File: src/logic/mode_strap_regs.svh
`ifndef MODE_STRAP_REGS_SVH
`define MODE_STRAP_REGS_SVH
// register byte offsets
`define OFF_BASIC_CTRL 8'h00
`define OFF_ADVERT 8'h04
`define OFF_MS_CTRL 8'h08
`define OFF_MODE_CTRL 8'h0C
`define OFF_STATUS 8'h10
// axi responses
`define RESP_OKAY 2'h0
`define RESP_SLVERR 2'h2
// basic control bits
`define B0_SOFT_RST 15
`define B0_SPEED_LSB 13
`define B0_AN_EN 12
`define B0_FULL_DUP 8
`define B0_SPEED_MSB 6
// mode control fields
`define MODE_HI 15
`define MODE_LO 11
`define SCHEME_HI 1
`define SCHEME_LO 0
`define SCHEME_RST 2'h3
`define SCHEME_ONE 2'h1
`define SCHEME_TWO 2'h2
// advertisement bits 8..5, master/slave bits 12..8
`define ADV_HI 8
`define ADV_LO 5
`define MS_HI 12
`define MS_LO 8
// operating mode codes
`define MODE_10H 5'h00
`define MODE_10F 5'h01
`define MODE_100H 5'h02
`define MODE_100F 5'h03
`define MODE_100AN 5'h04
`define MODE_ALL_AUTO 5'h07
`define MODE_ALL_SLAVE 5'h09
`define MODE_ALL_MASTER 5'h0A
// pin connection values
`define CPV_GND 2'h0
`define CPV_FAST 2'h1
`define CPV_GIG 2'h2
`define CPV_VDD 2'h3
// link speeds
`define SPD_10 2'h0
`define SPD_100 2'h1
`define SPD_1000 2'h2
// blink timing
`define CLK_PERIOD_NS 5
`define BLINK_PERIOD_MS 40
`endif

File: src/logic/mode_strap_pkg.sv
package mode_strap_pkg;
  // power-up sequence: probe the two pins, then preset, then run
  typedef enum logic [2:0] {
    ST_DRIVE_A,
    ST_SAMPLE_A,
    ST_DRIVE_B,
    ST_SAMPLE_B,
    ST_APPLY,
    ST_RUN
  } strap_state_t;
  // link state from the rest of the transceiver
  typedef struct packed {
    logic link_up;
    logic [1:0] speed;
    logic duplex_resolved;
    logic full_duplex;
    logic activity;
    logic collision;
  } link_stat_t;
  // the four indicator drives
  typedef struct packed {
    logic gig;
    logic fast;
    logic low;
    logic dup;
  } led_t;
endpackage

File: src/logic/mode_strap_led.sv
`timescale 1ns/1ps
`include "mode_strap_regs.svh"
// Function
// - pin pair after reset picks mode code
// - mode lands in register 19 bits 15..11
// - code 00000 presets 10 Mb/s half
// - code 00001 presets 10 Mb/s full
// - code 00010 presets 100 Mb/s half
// - code 00011 presets 100 Mb/s full
// - code 00100 presets autoneg, advert 0100
// - code 00111 presets auto master/slave
// - code 01001 presets forced slave role
// - code 01010 presets forced master role
// - registers are 16-bit words to software
// - duplex lamp follows resolution, not link
// - after the pin probe, speed lamps only with link up
// - two-bit scheme select, default three
// - scheme one colours, 10 Mb/s alternates
// - scheme two swaps colours, shows collision
// - schemes one/two duplex pair colour table
// - schemes one/two: activity blinks the duplex colour
// - scheme three steady speed lamps, blink
// - pin decoded to one of four levels
// - soft reset keeps register configuration
module mode_strap_led
  import mode_strap_pkg::*;
#(
  parameter int BLINK_HALF_CYC =
    `BLINK_PERIOD_MS * 1000000 / `CLK_PERIOD_NS / 2
) (
  input wire logic mclk_i,
  input wire logic rst_i,
  input wire logic [7:0] s_axi_awaddr_i,
  input wire logic s_axi_awvalid_i,
  output logic s_axi_awready_o,
  input wire logic [31:0] s_axi_wdata_i,
  input wire logic [3:0] s_axi_wstrb_i,
  input wire logic s_axi_wvalid_i,
  output logic s_axi_wready_o,
  output logic [1:0] s_axi_bresp_o,
  output logic s_axi_bvalid_o,
  input wire logic s_axi_bready_i,
  input wire logic [7:0] s_axi_araddr_i,
  input wire logic s_axi_arvalid_i,
  output logic s_axi_arready_o,
  output logic [31:0] s_axi_rdata_o,
  output logic [1:0] s_axi_rresp_o,
  output logic s_axi_rvalid_o,
  input wire logic s_axi_rready_i,
  input wire logic mode_select_pin_high_i,
  input wire logic mode_select_pin_low_i,
  input wire link_stat_t link_status_i,
  output logic gigabit_indicator_o,
  output logic fast_speed_indicator_o,
  output logic low_speed_indicator_o,
  output logic duplex_indicator_o,
  output logic soft_reset_o
);

  strap_state_t state_q, state_d;
  logic [1:0] samp_a_q, samp_b_q;
  logic [15:0] reg0_q, reg4_q, reg9_q, reg19_q;
  logic [22:0] blink_cnt_q;
  logic blink_q, alt_q;
  led_t led_q, led_d;
  logic aw_rdy_q, w_rdy_q, ar_rdy_q, bvalid_q, rvalid_q;
  logic [7:0] awaddr_q;
  logic [31:0] wdata_q, rdata_q;
  logic [3:0] wstrb_q;
  logic [1:0] bresp_q, rresp_q;
  logic soft_rst_q;

  // power-up probe sequencer
  always_comb begin
    case (state_q)
      ST_DRIVE_A: state_d = ST_SAMPLE_A;
      ST_SAMPLE_A: state_d = ST_DRIVE_B;
      ST_DRIVE_B: state_d = ST_SAMPLE_B;
      ST_SAMPLE_B: state_d = ST_APPLY;
      ST_APPLY: state_d = ST_RUN;
      ST_RUN: state_d = ST_RUN;
      default: state_d = ST_RUN;
    endcase
  end

  // every rst_i reset restarts the probe, so the pins are read afresh each time; soft reset does not
  always_ff @(posedge mclk_i or posedge rst_i) begin
    if (rst_i) begin
      state_q <= ST_DRIVE_A;
    end else begin
      state_q <= state_d;
    end
  end

  // pin probe: phase a drives the fast lamp high, phase b the gigabit
  // lamp; a pin tied to a lamp follows it, rails read fixed. each pin
  // is sampled a cycle after the fast drive and two after the gigabit drive so the board can settle.
  wire [1:0] pins_w = {mode_select_pin_high_i, mode_select_pin_low_i};
  wire [1:0] cpv_w [2];
  genvar gp;
  generate
    for (gp = 0; gp < 2; gp++) begin : g_pin
      always_ff @(posedge mclk_i or posedge rst_i) begin
        if (rst_i) begin
          samp_a_q[gp] <= 1'b0;
          samp_b_q[gp] <= 1'b0;
        end else begin
          if (state_q == ST_SAMPLE_A) samp_a_q[gp] <= pins_w[gp];
          if (state_q == ST_SAMPLE_B) samp_b_q[gp] <= pins_w[gp];
        end
      end
      assign cpv_w[gp] = {samp_b_q[gp], samp_a_q[gp]};
    end
  endgenerate

  // mode code from the two pin levels; levels 0/1 on the high pin
  // are not listed, so they fall back to the all-capable auto mode
  logic [4:0] strap_mode;
  always_comb begin
    strap_mode = `MODE_ALL_AUTO;
    if (cpv_w[1] == `CPV_GIG) begin
      strap_mode = {3'h0, cpv_w[0]};
    end else if (cpv_w[1] == `CPV_VDD) begin
      case (cpv_w[0])
        `CPV_FAST: strap_mode = `MODE_100AN;
        `CPV_GIG: strap_mode = `MODE_ALL_SLAVE;
        `CPV_VDD: strap_mode = `MODE_ALL_MASTER;
        default: strap_mode = `MODE_ALL_AUTO;
      endcase
    end
  end

  // preset pattern per mode: reg0 {13,12,8,6}, advert, master/slave
  logic [3:0] p_r0;
  logic p_keep8, p_adv_en, p_ms_full;
  logic [3:0] p_adv;
  logic [4:0] p_ms;
  logic p_ok;
  always_comb begin
    p_r0 = 4'h0;
    p_keep8 = 1'b0;
    p_adv_en = 1'b0;
    p_adv = 4'h0;
    p_ms_full = 1'b0;
    p_ms = 5'h00;
    p_ok = 1'b1;
    case (strap_mode)
      `MODE_10H: p_r0 = 4'h0;
      `MODE_10F: p_r0 = 4'h2;
      `MODE_100H: p_r0 = 4'h8;
      `MODE_100F: p_r0 = 4'hA;
      `MODE_100AN: begin
        p_r0 = 4'hC;
        p_adv_en = 1'b1;
        p_adv = 4'h4;
      end
      `MODE_ALL_AUTO, `MODE_ALL_SLAVE, `MODE_ALL_MASTER: begin
        p_r0 = 4'h5; // duplex bit kept as is
        p_keep8 = 1'b1;
        p_adv_en = 1'b1;
        p_adv = 4'hF;
        p_ms_full = 1'b1;
        p_ms = 5'h03;
        if (strap_mode == `MODE_ALL_SLAVE) p_ms = 5'h13;
        if (strap_mode == `MODE_ALL_MASTER) p_ms = 5'h1F;
      end
      default: p_ok = 1'b0;
    endcase
  end

  // axi decode, all registers are 16-bit words in the low lanes
  wire do_write = !aw_rdy_q && !w_rdy_q && !bvalid_q;
  wire wr_r0 = do_write && awaddr_q == `OFF_BASIC_CTRL;
  wire wr_r4 = do_write && awaddr_q == `OFF_ADVERT;
  wire wr_r9 = do_write && awaddr_q == `OFF_MS_CTRL;
  wire wr_r19 = do_write && awaddr_q == `OFF_MODE_CTRL;
  wire wr_hit = wr_r0 || wr_r4 || wr_r9 || wr_r19 ||
    awaddr_q == `OFF_STATUS;
  wire [15:0] wmask = {{8{wstrb_q[1]}}, {8{wstrb_q[0]}}};
  wire [15:0] wdat16 = wdata_q[15:0];
  wire [15:0] status_w = {7'h00, state_q == ST_RUN, cpv_w[1], cpv_w[0],
    led_q.gig, led_q.fast, led_q.low, led_q.dup};
  wire ar_hs = s_axi_arvalid_i && ar_rdy_q;
  wire [7:0] ra = s_axi_araddr_i;
  wire rd_hit = ra == `OFF_BASIC_CTRL || ra == `OFF_ADVERT ||
    ra == `OFF_MS_CTRL || ra == `OFF_MODE_CTRL || ra == `OFF_STATUS;
  wire [15:0] rd16 =
    ra == `OFF_BASIC_CTRL ? reg0_q :
    ra == `OFF_ADVERT ? reg4_q :
    ra == `OFF_MS_CTRL ? reg9_q :
    ra == `OFF_MODE_CTRL ? reg19_q :
    ra == `OFF_STATUS ? status_w : 16'h0000;
  wire soft_rst_req = wr_r0 && wstrb_q[1] && wdat16[`B0_SOFT_RST];

  // write and read channels; address and data land in either order
  always_ff @(posedge mclk_i or posedge rst_i) begin
    if (rst_i) begin
      aw_rdy_q <= 1'b1;
      w_rdy_q <= 1'b1;
      ar_rdy_q <= 1'b1;
      bvalid_q <= 1'b0;
      rvalid_q <= 1'b0;
      awaddr_q <= 8'h00;
      wdata_q <= 32'h0000_0000;
      wstrb_q <= 4'h0;
      bresp_q <= `RESP_OKAY;
      rresp_q <= `RESP_OKAY;
      rdata_q <= 32'h0000_0000;
    end else begin
      if (s_axi_awvalid_i && aw_rdy_q) begin
        aw_rdy_q <= 1'b0;
        awaddr_q <= s_axi_awaddr_i;
      end
      if (s_axi_wvalid_i && w_rdy_q) begin
        w_rdy_q <= 1'b0;
        wdata_q <= s_axi_wdata_i;
        wstrb_q <= s_axi_wstrb_i;
      end
      if (do_write) begin
        bvalid_q <= 1'b1;
        bresp_q <= wr_hit ? `RESP_OKAY : `RESP_SLVERR;
      end
      if (bvalid_q && s_axi_bready_i) begin
        bvalid_q <= 1'b0;
        aw_rdy_q <= 1'b1;
        w_rdy_q <= 1'b1;
      end
      if (ar_hs) begin
        ar_rdy_q <= 1'b0;
        rvalid_q <= 1'b1;
        rdata_q <= {16'h0000, rd16};
        rresp_q <= rd_hit ? `RESP_OKAY : `RESP_SLVERR;
      end
      if (rvalid_q && s_axi_rready_i) begin
        rvalid_q <= 1'b0;
        ar_rdy_q <= 1'b1;
      end
    end
  end

  // register file; the strap preset wins over a write in ST_APPLY.
  // soft reset is only a pulse: nothing here reloads from the pins
  always_ff @(posedge mclk_i or posedge rst_i) begin
    if (rst_i) begin
      reg0_q <= 16'h0000;
      reg4_q <= 16'h0000;
      reg9_q <= 16'h0000;
      reg19_q <= {14'h0000, `SCHEME_RST};
      soft_rst_q <= 1'b0;
    end else begin
      soft_rst_q <= soft_rst_req;
      if (state_q == ST_APPLY) begin
        reg19_q[`MODE_HI:`MODE_LO] <= strap_mode;
        if (p_ok) begin
          reg0_q[`B0_SPEED_LSB] <= p_r0[3];
          reg0_q[`B0_AN_EN] <= p_r0[2];
          if (!p_keep8) reg0_q[`B0_FULL_DUP] <= p_r0[1];
          reg0_q[`B0_SPEED_MSB] <= p_r0[0];
          if (p_adv_en) reg4_q[`ADV_HI:`ADV_LO] <= p_adv;
          if (p_ms_full) reg9_q[`MS_HI:`MS_LO] <= p_ms;
          else reg9_q[`MS_LO+1:`MS_LO] <= 2'h0;
        end
      end else begin
        // soft reset bit self clears, so it never stores
        if (wr_r0) reg0_q <= ((reg0_q & ~wmask) | (wdat16 & wmask)) &
          ~(16'h0001 << `B0_SOFT_RST);
        if (wr_r4) reg4_q <= (reg4_q & ~wmask) | (wdat16 & wmask);
        if (wr_r9) reg9_q <= (reg9_q & ~wmask) | (wdat16 & wmask);
        if (wr_r19) reg19_q <= (reg19_q & ~wmask) | (wdat16 & wmask);
      end
    end
  end

  // blink divider and colour-mix toggle; alt runs every cycle so the
  // mixed colour looks steady, blink is slow enough to see
  wire blink_end = blink_cnt_q == 23'(BLINK_HALF_CYC - 1);
  always_ff @(posedge mclk_i or posedge rst_i) begin
    if (rst_i) begin
      blink_cnt_q <= 23'h000000;
      blink_q <= 1'b0;
      alt_q <= 1'b0;
    end else begin
      alt_q <= !alt_q;
      blink_cnt_q <= blink_end ? 23'h000000 : blink_cnt_q + 23'h000001;
      if (blink_end) blink_q <= !blink_q;
    end
  end

  // indicator selection
  wire [1:0] scheme = reg19_q[`SCHEME_HI:`SCHEME_LO];
  wire lk = link_status_i.link_up;
  wire act = link_status_i.activity;
  wire fd = link_status_i.full_duplex;
  wire res = link_status_i.duplex_resolved;
  wire sp10 = lk && link_status_i.speed == `SPD_10;
  wire sp100 = lk && link_status_i.speed == `SPD_100;
  wire sp1g = lk && link_status_i.speed == `SPD_1000;
  wire blk = act ? blink_q : 1'b1;
  wire col2 = scheme == `SCHEME_TWO && link_status_i.collision;
  always_comb begin
    led_d = '0;
    if (scheme == `SCHEME_ONE || scheme == `SCHEME_TWO) begin
      // colour 1 and 2 swap between the two schemes
      if (scheme == `SCHEME_ONE) begin
        led_d.fast = sp100 || (sp10 && alt_q);
        led_d.gig = sp1g || (sp10 && !alt_q);
      end else begin
        led_d.gig = sp1g || (sp10 && alt_q);
        led_d.fast = sp100 || (sp10 && !alt_q);
      end
      if (col2 && lk) begin
        led_d.low = alt_q;
        led_d.dup = !alt_q;
      end else if (res) begin
        led_d.dup = fd && (act ? !blink_q : 1'b1);
        led_d.low = lk && act && blink_q;
      end
    end else begin
      led_d.gig = sp1g && blk;
      led_d.fast = sp100 && blk;
      led_d.low = sp10 && blk;
      led_d.dup = res && fd;
    end
  end

  // lamps double as probe drives until the mode is taken
  always_ff @(posedge mclk_i or posedge rst_i) begin
    if (rst_i) begin
      led_q <= '0;
    end else if (state_d == ST_DRIVE_B || state_d == ST_SAMPLE_B) begin
      led_q <= '{gig: 1'b1, fast: 1'b0, low: 1'b0, dup: 1'b0};
    end else if (state_d != ST_RUN) begin
      led_q <= '{gig: 1'b0, fast: 1'b1, low: 1'b0, dup: 1'b0};
    end else begin
      led_q <= led_d;
    end
  end

  // ports are plain copies of flops, no logic after the register
  assign gigabit_indicator_o = led_q.gig;
  assign fast_speed_indicator_o = led_q.fast;
  assign low_speed_indicator_o = led_q.low;
  assign duplex_indicator_o = led_q.dup;
  assign soft_reset_o = soft_rst_q;
  assign s_axi_awready_o = aw_rdy_q;
  assign s_axi_wready_o = w_rdy_q;
  assign s_axi_bvalid_o = bvalid_q;
  assign s_axi_bresp_o = bresp_q;
  assign s_axi_arready_o = ar_rdy_q;
  assign s_axi_rvalid_o = rvalid_q;
  assign s_axi_rdata_o = rdata_q;
  assign s_axi_rresp_o = rresp_q;

  // checks on the strap preset, soft reset and lamps
  AST_MODE_FROM_PINS: assert property (@(posedge mclk_i) disable iff (rst_i)
    state_q == ST_APPLY && cpv_w[1] == `CPV_VDD && cpv_w[0] == `CPV_GIG
    |=> reg19_q[`MODE_HI:`MODE_LO] == 5'h09)
    else $error("slave strap did not give mode 01001");
  AST_MODE_FIELD: assert property (@(posedge mclk_i) disable iff (rst_i)
    state_q == ST_APPLY |=> reg19_q[`MODE_HI:`MODE_LO] == $past(strap_mode))
    else $error("mode field not loaded from pins");
  AST_PRESET_10H: assert property (@(posedge mclk_i) disable iff (rst_i)
    state_q == ST_APPLY && strap_mode == `MODE_10H
    |=> {reg0_q[`B0_SPEED_LSB], reg0_q[`B0_AN_EN], reg0_q[`B0_FULL_DUP],
    reg0_q[`B0_SPEED_MSB], reg9_q[`MS_LO+1:`MS_LO]} == 6'h00)
    else $error("10 half preset wrong");
  AST_PRESET_AN: assert property (@(posedge mclk_i) disable iff (rst_i)
    state_q == ST_APPLY && strap_mode == `MODE_100AN
    |=> reg0_q[`B0_SPEED_LSB] && reg0_q[`B0_AN_EN] && reg4_q[`ADV_HI:`ADV_LO] == 4'h4)
    else $error("100 autoneg preset wrong");
  AST_PRESET_MASTER: assert property (@(posedge mclk_i) disable iff (rst_i)
    state_q == ST_APPLY && strap_mode == `MODE_ALL_MASTER
    |=> reg9_q[`MS_HI:`MS_LO] == 5'h1F && reg4_q[`ADV_HI:`ADV_LO] == 4'hF &&
    $stable(reg0_q[`B0_FULL_DUP]))
    else $error("master preset wrong");
  AST_SOFT_KEEPS: assert property (@(posedge mclk_i) disable iff (rst_i)
    soft_rst_q |-> $stable(reg4_q) && $stable(reg9_q) && $stable(reg19_q))
    else $error("soft reset altered configuration");
  AST_NO_LINK_DARK: assert property (@(posedge mclk_i) disable iff (rst_i)
    state_q == ST_RUN && !lk ##1 state_q == ST_RUN
    |-> !gigabit_indicator_o && !fast_speed_indicator_o)
    else $error("speed lamp lit without link");
  AST_DUPLEX_EARLY: assert property (@(posedge mclk_i) disable iff (rst_i)
    state_q == ST_RUN && scheme == `SCHEME_RST && res && fd && !lk
    |=> duplex_indicator_o)
    else $error("duplex lamp waited for link");
  AST_TEN_MIX: assert property (@(posedge mclk_i) disable iff (rst_i)
    state_q == ST_RUN && scheme == `SCHEME_ONE && sp10 ##1 $stable(sp10)
    |-> gigabit_indicator_o != fast_speed_indicator_o)
    else $error("10 Mb/s colour mix broken");

endmodule

File: config.mk
export PLATFORM = sky130hd
export DESIGN_NAME = mode_strap_led
export DESIGN_NICKNAME = d
export VERILOG_FILES = /design/src/logic/mode_strap_pkg.sv /design/src/logic/mode_strap_led.sv
export VERILOG_INCLUDE_DIRS = /design/src /design/src/logic
export SDC_FILE = /design/constraint.sdc
export NUM_CORES = 1
export LEC_CHECK = 0
export ABC_AREA = 1
export CELL_PAD_IN_SITES_DETAIL_PLACEMENT = 0
export CELL_PAD_IN_SITES_GLOBAL_PLACEMENT = 1
export CORE_MARGIN = 1
export CORE_UTILIZATION = 40
export DETAILED_ROUTE_END_ITERATION = 8
export DONT_BUFFER_PORTS = 1
export GPL_TIMING_DRIVEN = 0
export PLACE_DENSITY_LB_ADDON = 0.1
export SYNTH_ARGS = -nofsm -noshare
export SYNTH_HDL_FRONTEND = slang
export SYNTH_SLANG_ARGS = --single-unit
File: constraint.sdc
create_clock -name mclk_i -period 6.7 [get_ports mclk_i]
set_input_delay 1.005 -clock mclk_i [delete_from_list [all_inputs] [get_ports mclk_i]]
set_output_delay 1.005 -clock mclk_i [all_outputs]
set_load 0.02 [all_outputs]
## Word-level counts from Yosys, hierarchy flattened

Index checks and enable logic that the tools add are counted.

| operators by class | value |
|---|---|
| $add $sub $neg | 1 |
| eq/ne operators | 37 |
| multiplexer cells | 57 |
| bitwise logic cells | 11 |
| reductions and logical operators | 71 |

Operator list:

| kind | count |
|---|---|
| two-way mux 16 bit | 5 |
| AND 16 bit | 4 |
| OR 16 bit | 3 |
| == test 8 x 4 -> 1 bit, second input constant | 4 |
| two-way mux 4 bit | 8 |
| two-way mux 5 bit | 6 |
| logical AND 1 bit | 27 |
| adder 23 x 1 -> 23 bit, second input constant | 1 |
| == test 23 x 22 -> 1 bit, second input constant | 1 |
| two-way mux 23 bit | 1 |
| two-way mux 1 bit | 20 |
| one-hot mux 4 bit (5 select lines) | 1 |
| two-way mux 9 bit | 2 |
| == test 8 x 3 -> 1 bit, second input constant | 2 |
| == test 8 x 5 -> 1 bit, second input constant | 2 |
| zero test 8 bit | 2 |
| two-way mux 2 bit | 8 |
| inverter 16 bit | 1 |
| nonzero test 2 bit | 8 |
| AND 15 bit | 1 |
| OR 15 bit | 1 |
| logical OR 1 bit | 14 |
| two-way mux 14 bit | 1 |
| two-way mux 13 bit | 1 |
| 25 further kinds | 53 |

| storage, ports and cells | value |
|---|---|
| register bits after elaboration | 151 |

## Logic depth before layout (Yosys ltp)

| depth | value |
|---|---|
| depth after elaboration | 11 |
| mapped depth | 13 |
| mapped depth without buffers | 13 |

## Worst setup path before layout

OpenSTA, ideal clock, no wires.

| timing path | value |
|---|---|
| path kind | input to register |
| start point | in s_axi_araddr_i[1] |
| end point | reg rdata_q[8] (netlist: s_axi_rdata_o[8]) |
| setup time | 0.116 ns |
| arrival | 1.989 ns |
| data required time | 6.584 ns |
| setup slack | 4.595 ns |
| stages | 10 |
| path through | or2_4 nor2_4 nand2_1 nor2_2 buf_6 inv_2 nor2_1 nor2_1 nand2_1 nand2_1 |

| between the ends | value |
|---|---|
| word-level cells in the longest chain between the ends | 6 |
| elaborated cells between the ends (all ways) | 10 |

RTL lines:

| element | RTL line | source |
|---|---|---|
| from (decl) | mode_strap_led.sv:43 | `input wire logic [7:0] s_axi_araddr_i,` |
| == test 8 x 5 -> 1 bit (no source line) | -- |  |
| two-way mux 9 bit | mode_strap_led.sv:192 | `` ra == `OFF_STATUS ? status_w : 16'h0000; `` |
| two-way mux 16 bit | mode_strap_led.sv:191 | `` ra == `OFF_MODE_CTRL ? reg19_q : `` |
| two-way mux 16 bit | mode_strap_led.sv:190 | `` ra == `OFF_MS_CTRL ? reg9_q : `` |
| two-way mux 16 bit | mode_strap_led.sv:189 | `` ra == `OFF_ADVERT ? reg4_q : `` |
| two-way mux 16 bit * | mode_strap_led.sv:188 | `` ra == `OFF_BASIC_CTRL ? reg0_q : `` |
| to (signal assigned) | mode_strap_led.sv:231 | `rdata_q <= {16'h0000, rd16};` |
| to (decl) | mode_strap_led.sv:68 | `logic [31:0] wdata_q, rdata_q;` |

Every way passes the cells marked *; elsewhere a longest branch is shown, timed or not.
A chain may end at the register's enable or synchronous reset.

## Worst setup path in the final report

| timing path | value |
|---|---|
| start point | reg aw_rdy_q (netlist: s_axi_awready_o) |
| end point | out s_axi_awready_o |

RTL lines:

| element | RTL line | source |
|---|---|---|
| from (decl) | mode_strap_led.sv:66 | `logic aw_rdy_q, w_rdy_q, ar_rdy_q, bvalid_q, rvalid_q;` |
| from (signal assigned) | mode_strap_led.sv:198 | `aw_rdy_q <= 1'b1;` |
| from (signal assigned) | mode_strap_led.sv:211 | `aw_rdy_q <= 1'b0;` |
| from (signal assigned) | mode_strap_led.sv:225 | `aw_rdy_q <= 1'b1;` |
| to (decl) | mode_strap_led.sv:35 | `output logic s_axi_awready_o,` |

No word-level cell between the ends.

==> results.yml <==
run_status:
  status: "completed"
synthesis:
  synth_top_area_cell: "dfrtp_1"
  yosysUniqueCellTypes: 55
  synth_top_area_share: 0.471
  syn-instance-count: 916
  ys_async_sr_fraction: 1.00
  yosys-top-cells-area: "dfrtp_1 (47%), nand2_1 (10%), inv_1 (5.1%), nor2_1 (4.3%), nand3_1 (3.6%)"
  synth-main-ff-cell: "dfrtp_1"
  synth_edf_count: 0
  synth.most_common_cell: "nand2_1"
  synth_area_um2: 7650
  synth_seq_area_share: 0.488
  ys_ff_latch: 149
  yosys_warnings: 0
  syn_area_per_cell_um2: 8.35
  synth.top_cells.by_count: "nand2_1 (208), dfrtp_1 (144), inv_1 (103)"
timing:
  maxSlewHeadroom: 0.566
  fmax_mhz: 487
  layout_min_cycle_time_ps: 2050
  setup_viol: 0
  min_period_over_period: 0.307
  clock_skew_ps: 11.9
  setup_tns_ps: 0
  drv_slew: 0
  rsz0062_at_grt: "no"
  worst_slew_pin_slew_ps: 651
  holdWs_ps: 389
  finalHoldViolCount: 0
die:
  dieHeight_um: 140
  die_width_um: 140
  ios: 114
  dieArea_um2: 19700
  floorplan.initialDensity: 0.409
  rows: 50
  design.core.area_um2: 18700
cells_and_area:
  layout-drive-gt1-share: 0.153
  fillCellCount: 1902
  final_core_util: 0.461
  diodes: 0
  area_growth_pct: 12.7
  nets: 1028
clock_tree:
  cts_buffers: 17
  post_cts_resized: 0
  clk_latency_ps: 430
  ctsHtreeMaxLevel: 4
  cts_setup_buffers: 0
  clk_pin_slew_ps: 60
  cts_tree: "yes"
  postCtsHoldBufs: 0
  cts_root_buf: "clkbuf_16"
  clock-sinks: 149
  clock_path_buffers: 2
critical_path:
  critPathLaunch: "s_axi_awready_o"
  cp.arrival_ps: 1050
  cp-end-kind: "output port"
  start_kind: "flip-flop"
  critPathRequiredTime_ps: 5690
  critical_path_class: "flip-flop to output port"
  r2r_setup_slack_ps: 4770
  reg2reg_depth: 9
  path_max_fanout: 4
  regToRegStartpoint: "s_axi_bvalid_o"
global_routing:
  grt_max_degree: 115
  grt_overflow: 0
  grt_antenna_before_repair: 0
  grt_pass1_wl_um: 31800
  grt_pass1_vias: 5788
  grtUsageTotal: 0.212
power:
  finalPower_uw: 2570
  p_sw_uw: 852
  peakVddDrop_v: 0.000213
  p_leak_uw: 0.00418
  pwr-share-comb: 0.182
  share_clk_of_total_power: 0.371
  switching_share: 0.331
  p_int_uw: 1720
  p_seq_frac: 0.447
  p_per_area_nw_per_um2: 298
detailed_routing:
  drtPass1Iterations: 5
  vias: 5941
  ant_nets: 0
  drtIter0Drc: 381
  via_per_inst: 4.95
  drc_errors: 0
  drt-wirelength-per-cell_um: 16.0
  routed_wl_um: 19200
placement:
  dp_hpwl_um: 14400
  place.gp.congestion: 0.833
  portBuffers: 0
flow_run:
  drv_cap: 0
worst_hold_path:
  hp-class: "primary input to async pin"
## power groups by stage
stage / Clock (µW) / Sequential, µW / Combinational (µW)
3_3_place_gp: 0 / 1160 / 471
5_1_grt: 1010 / 1170 / 544
2_1_floorplan: 0 / 1140 / 352
4_1_cts: 974 / 1150 / 478
3_5_place_dp: 0 / 1170 / 474
6_report: 955 / 1150 / 468
## cell families (layout without fill, tap and decap cells)
| logic type | after synthesis | after routing | share of synthesized area |
|---|---|---|---|
| other | 1 | 18 | 0.000490 |
| AOI/OAI and AO/OA | 154 | 154 | 0.125 |
| buffers and inverters | 154 | 187 | 0.0910 |
| muxes | 4 | 4 | 0.00589 |
| xor gates and xnor gates | 14 | 14 | 0.0160 |
| DFF | 149 | 149 | 0.488 |
| adders and majority gates | 7 | 7 | 0.0115 |
| and+or+nand+nor | 433 | 433 | 0.262 |
## cell usage in the layout, fill, tap and decap left out, drive strengths merged, types with 6 or more instances in the layout
master	instances
buf	30
a21oi	47
xor2	9
ha	7
o211ai	10
dfrtp	144
nand2	225
nand3	60
inv	118
nor3	21
conb	18
or2	6
nor2	94
clkbuf	28
nand4	17
o21ai	78
## routing by layer
layer,track usage,share of wire
met2,0.339,0.46
met1,0.287,0.48
met5,0,0
met3,0.0533,0.048
met4,0.0555,0.011
## through the flow
step	instance area [µm²]	setup slack (ps)	instances
after floorplan	7710	1700	933
after global placement	8000	-265	1167
after detailed placement	8040	4290	1168
after CTS	8620	4620	1200
after global routing	8620	4600	1200
final	8620	4650	1200
## how the worst max path moves through the flow
stage / cells past startpoint / end
floorplan: 1 / async pin
global placement: 1 / s_axi_rdata_o[0]
detailed placement: 10 / s_axi_rdata_o[14]
CTS: 0 / s_axi_awready_o
global route: 9 / flip-flop
finish: 0 / s_axi_awready_o
## layout make-up
cell class,count,area (µm²),share of cell area
sequential,149,3730,0.433
multi-input combinational,630,3280,0.381
inverter,115,439,0.0509
clock buffer,18,429,0.0498
tap,234,293,0.0340
buffer,39,264,0.0306
clock inverter,14,153,0.0177
timing repair buffer,1,27.5,0.00319
Note: power is estimated with default switching activity, not from simulation.
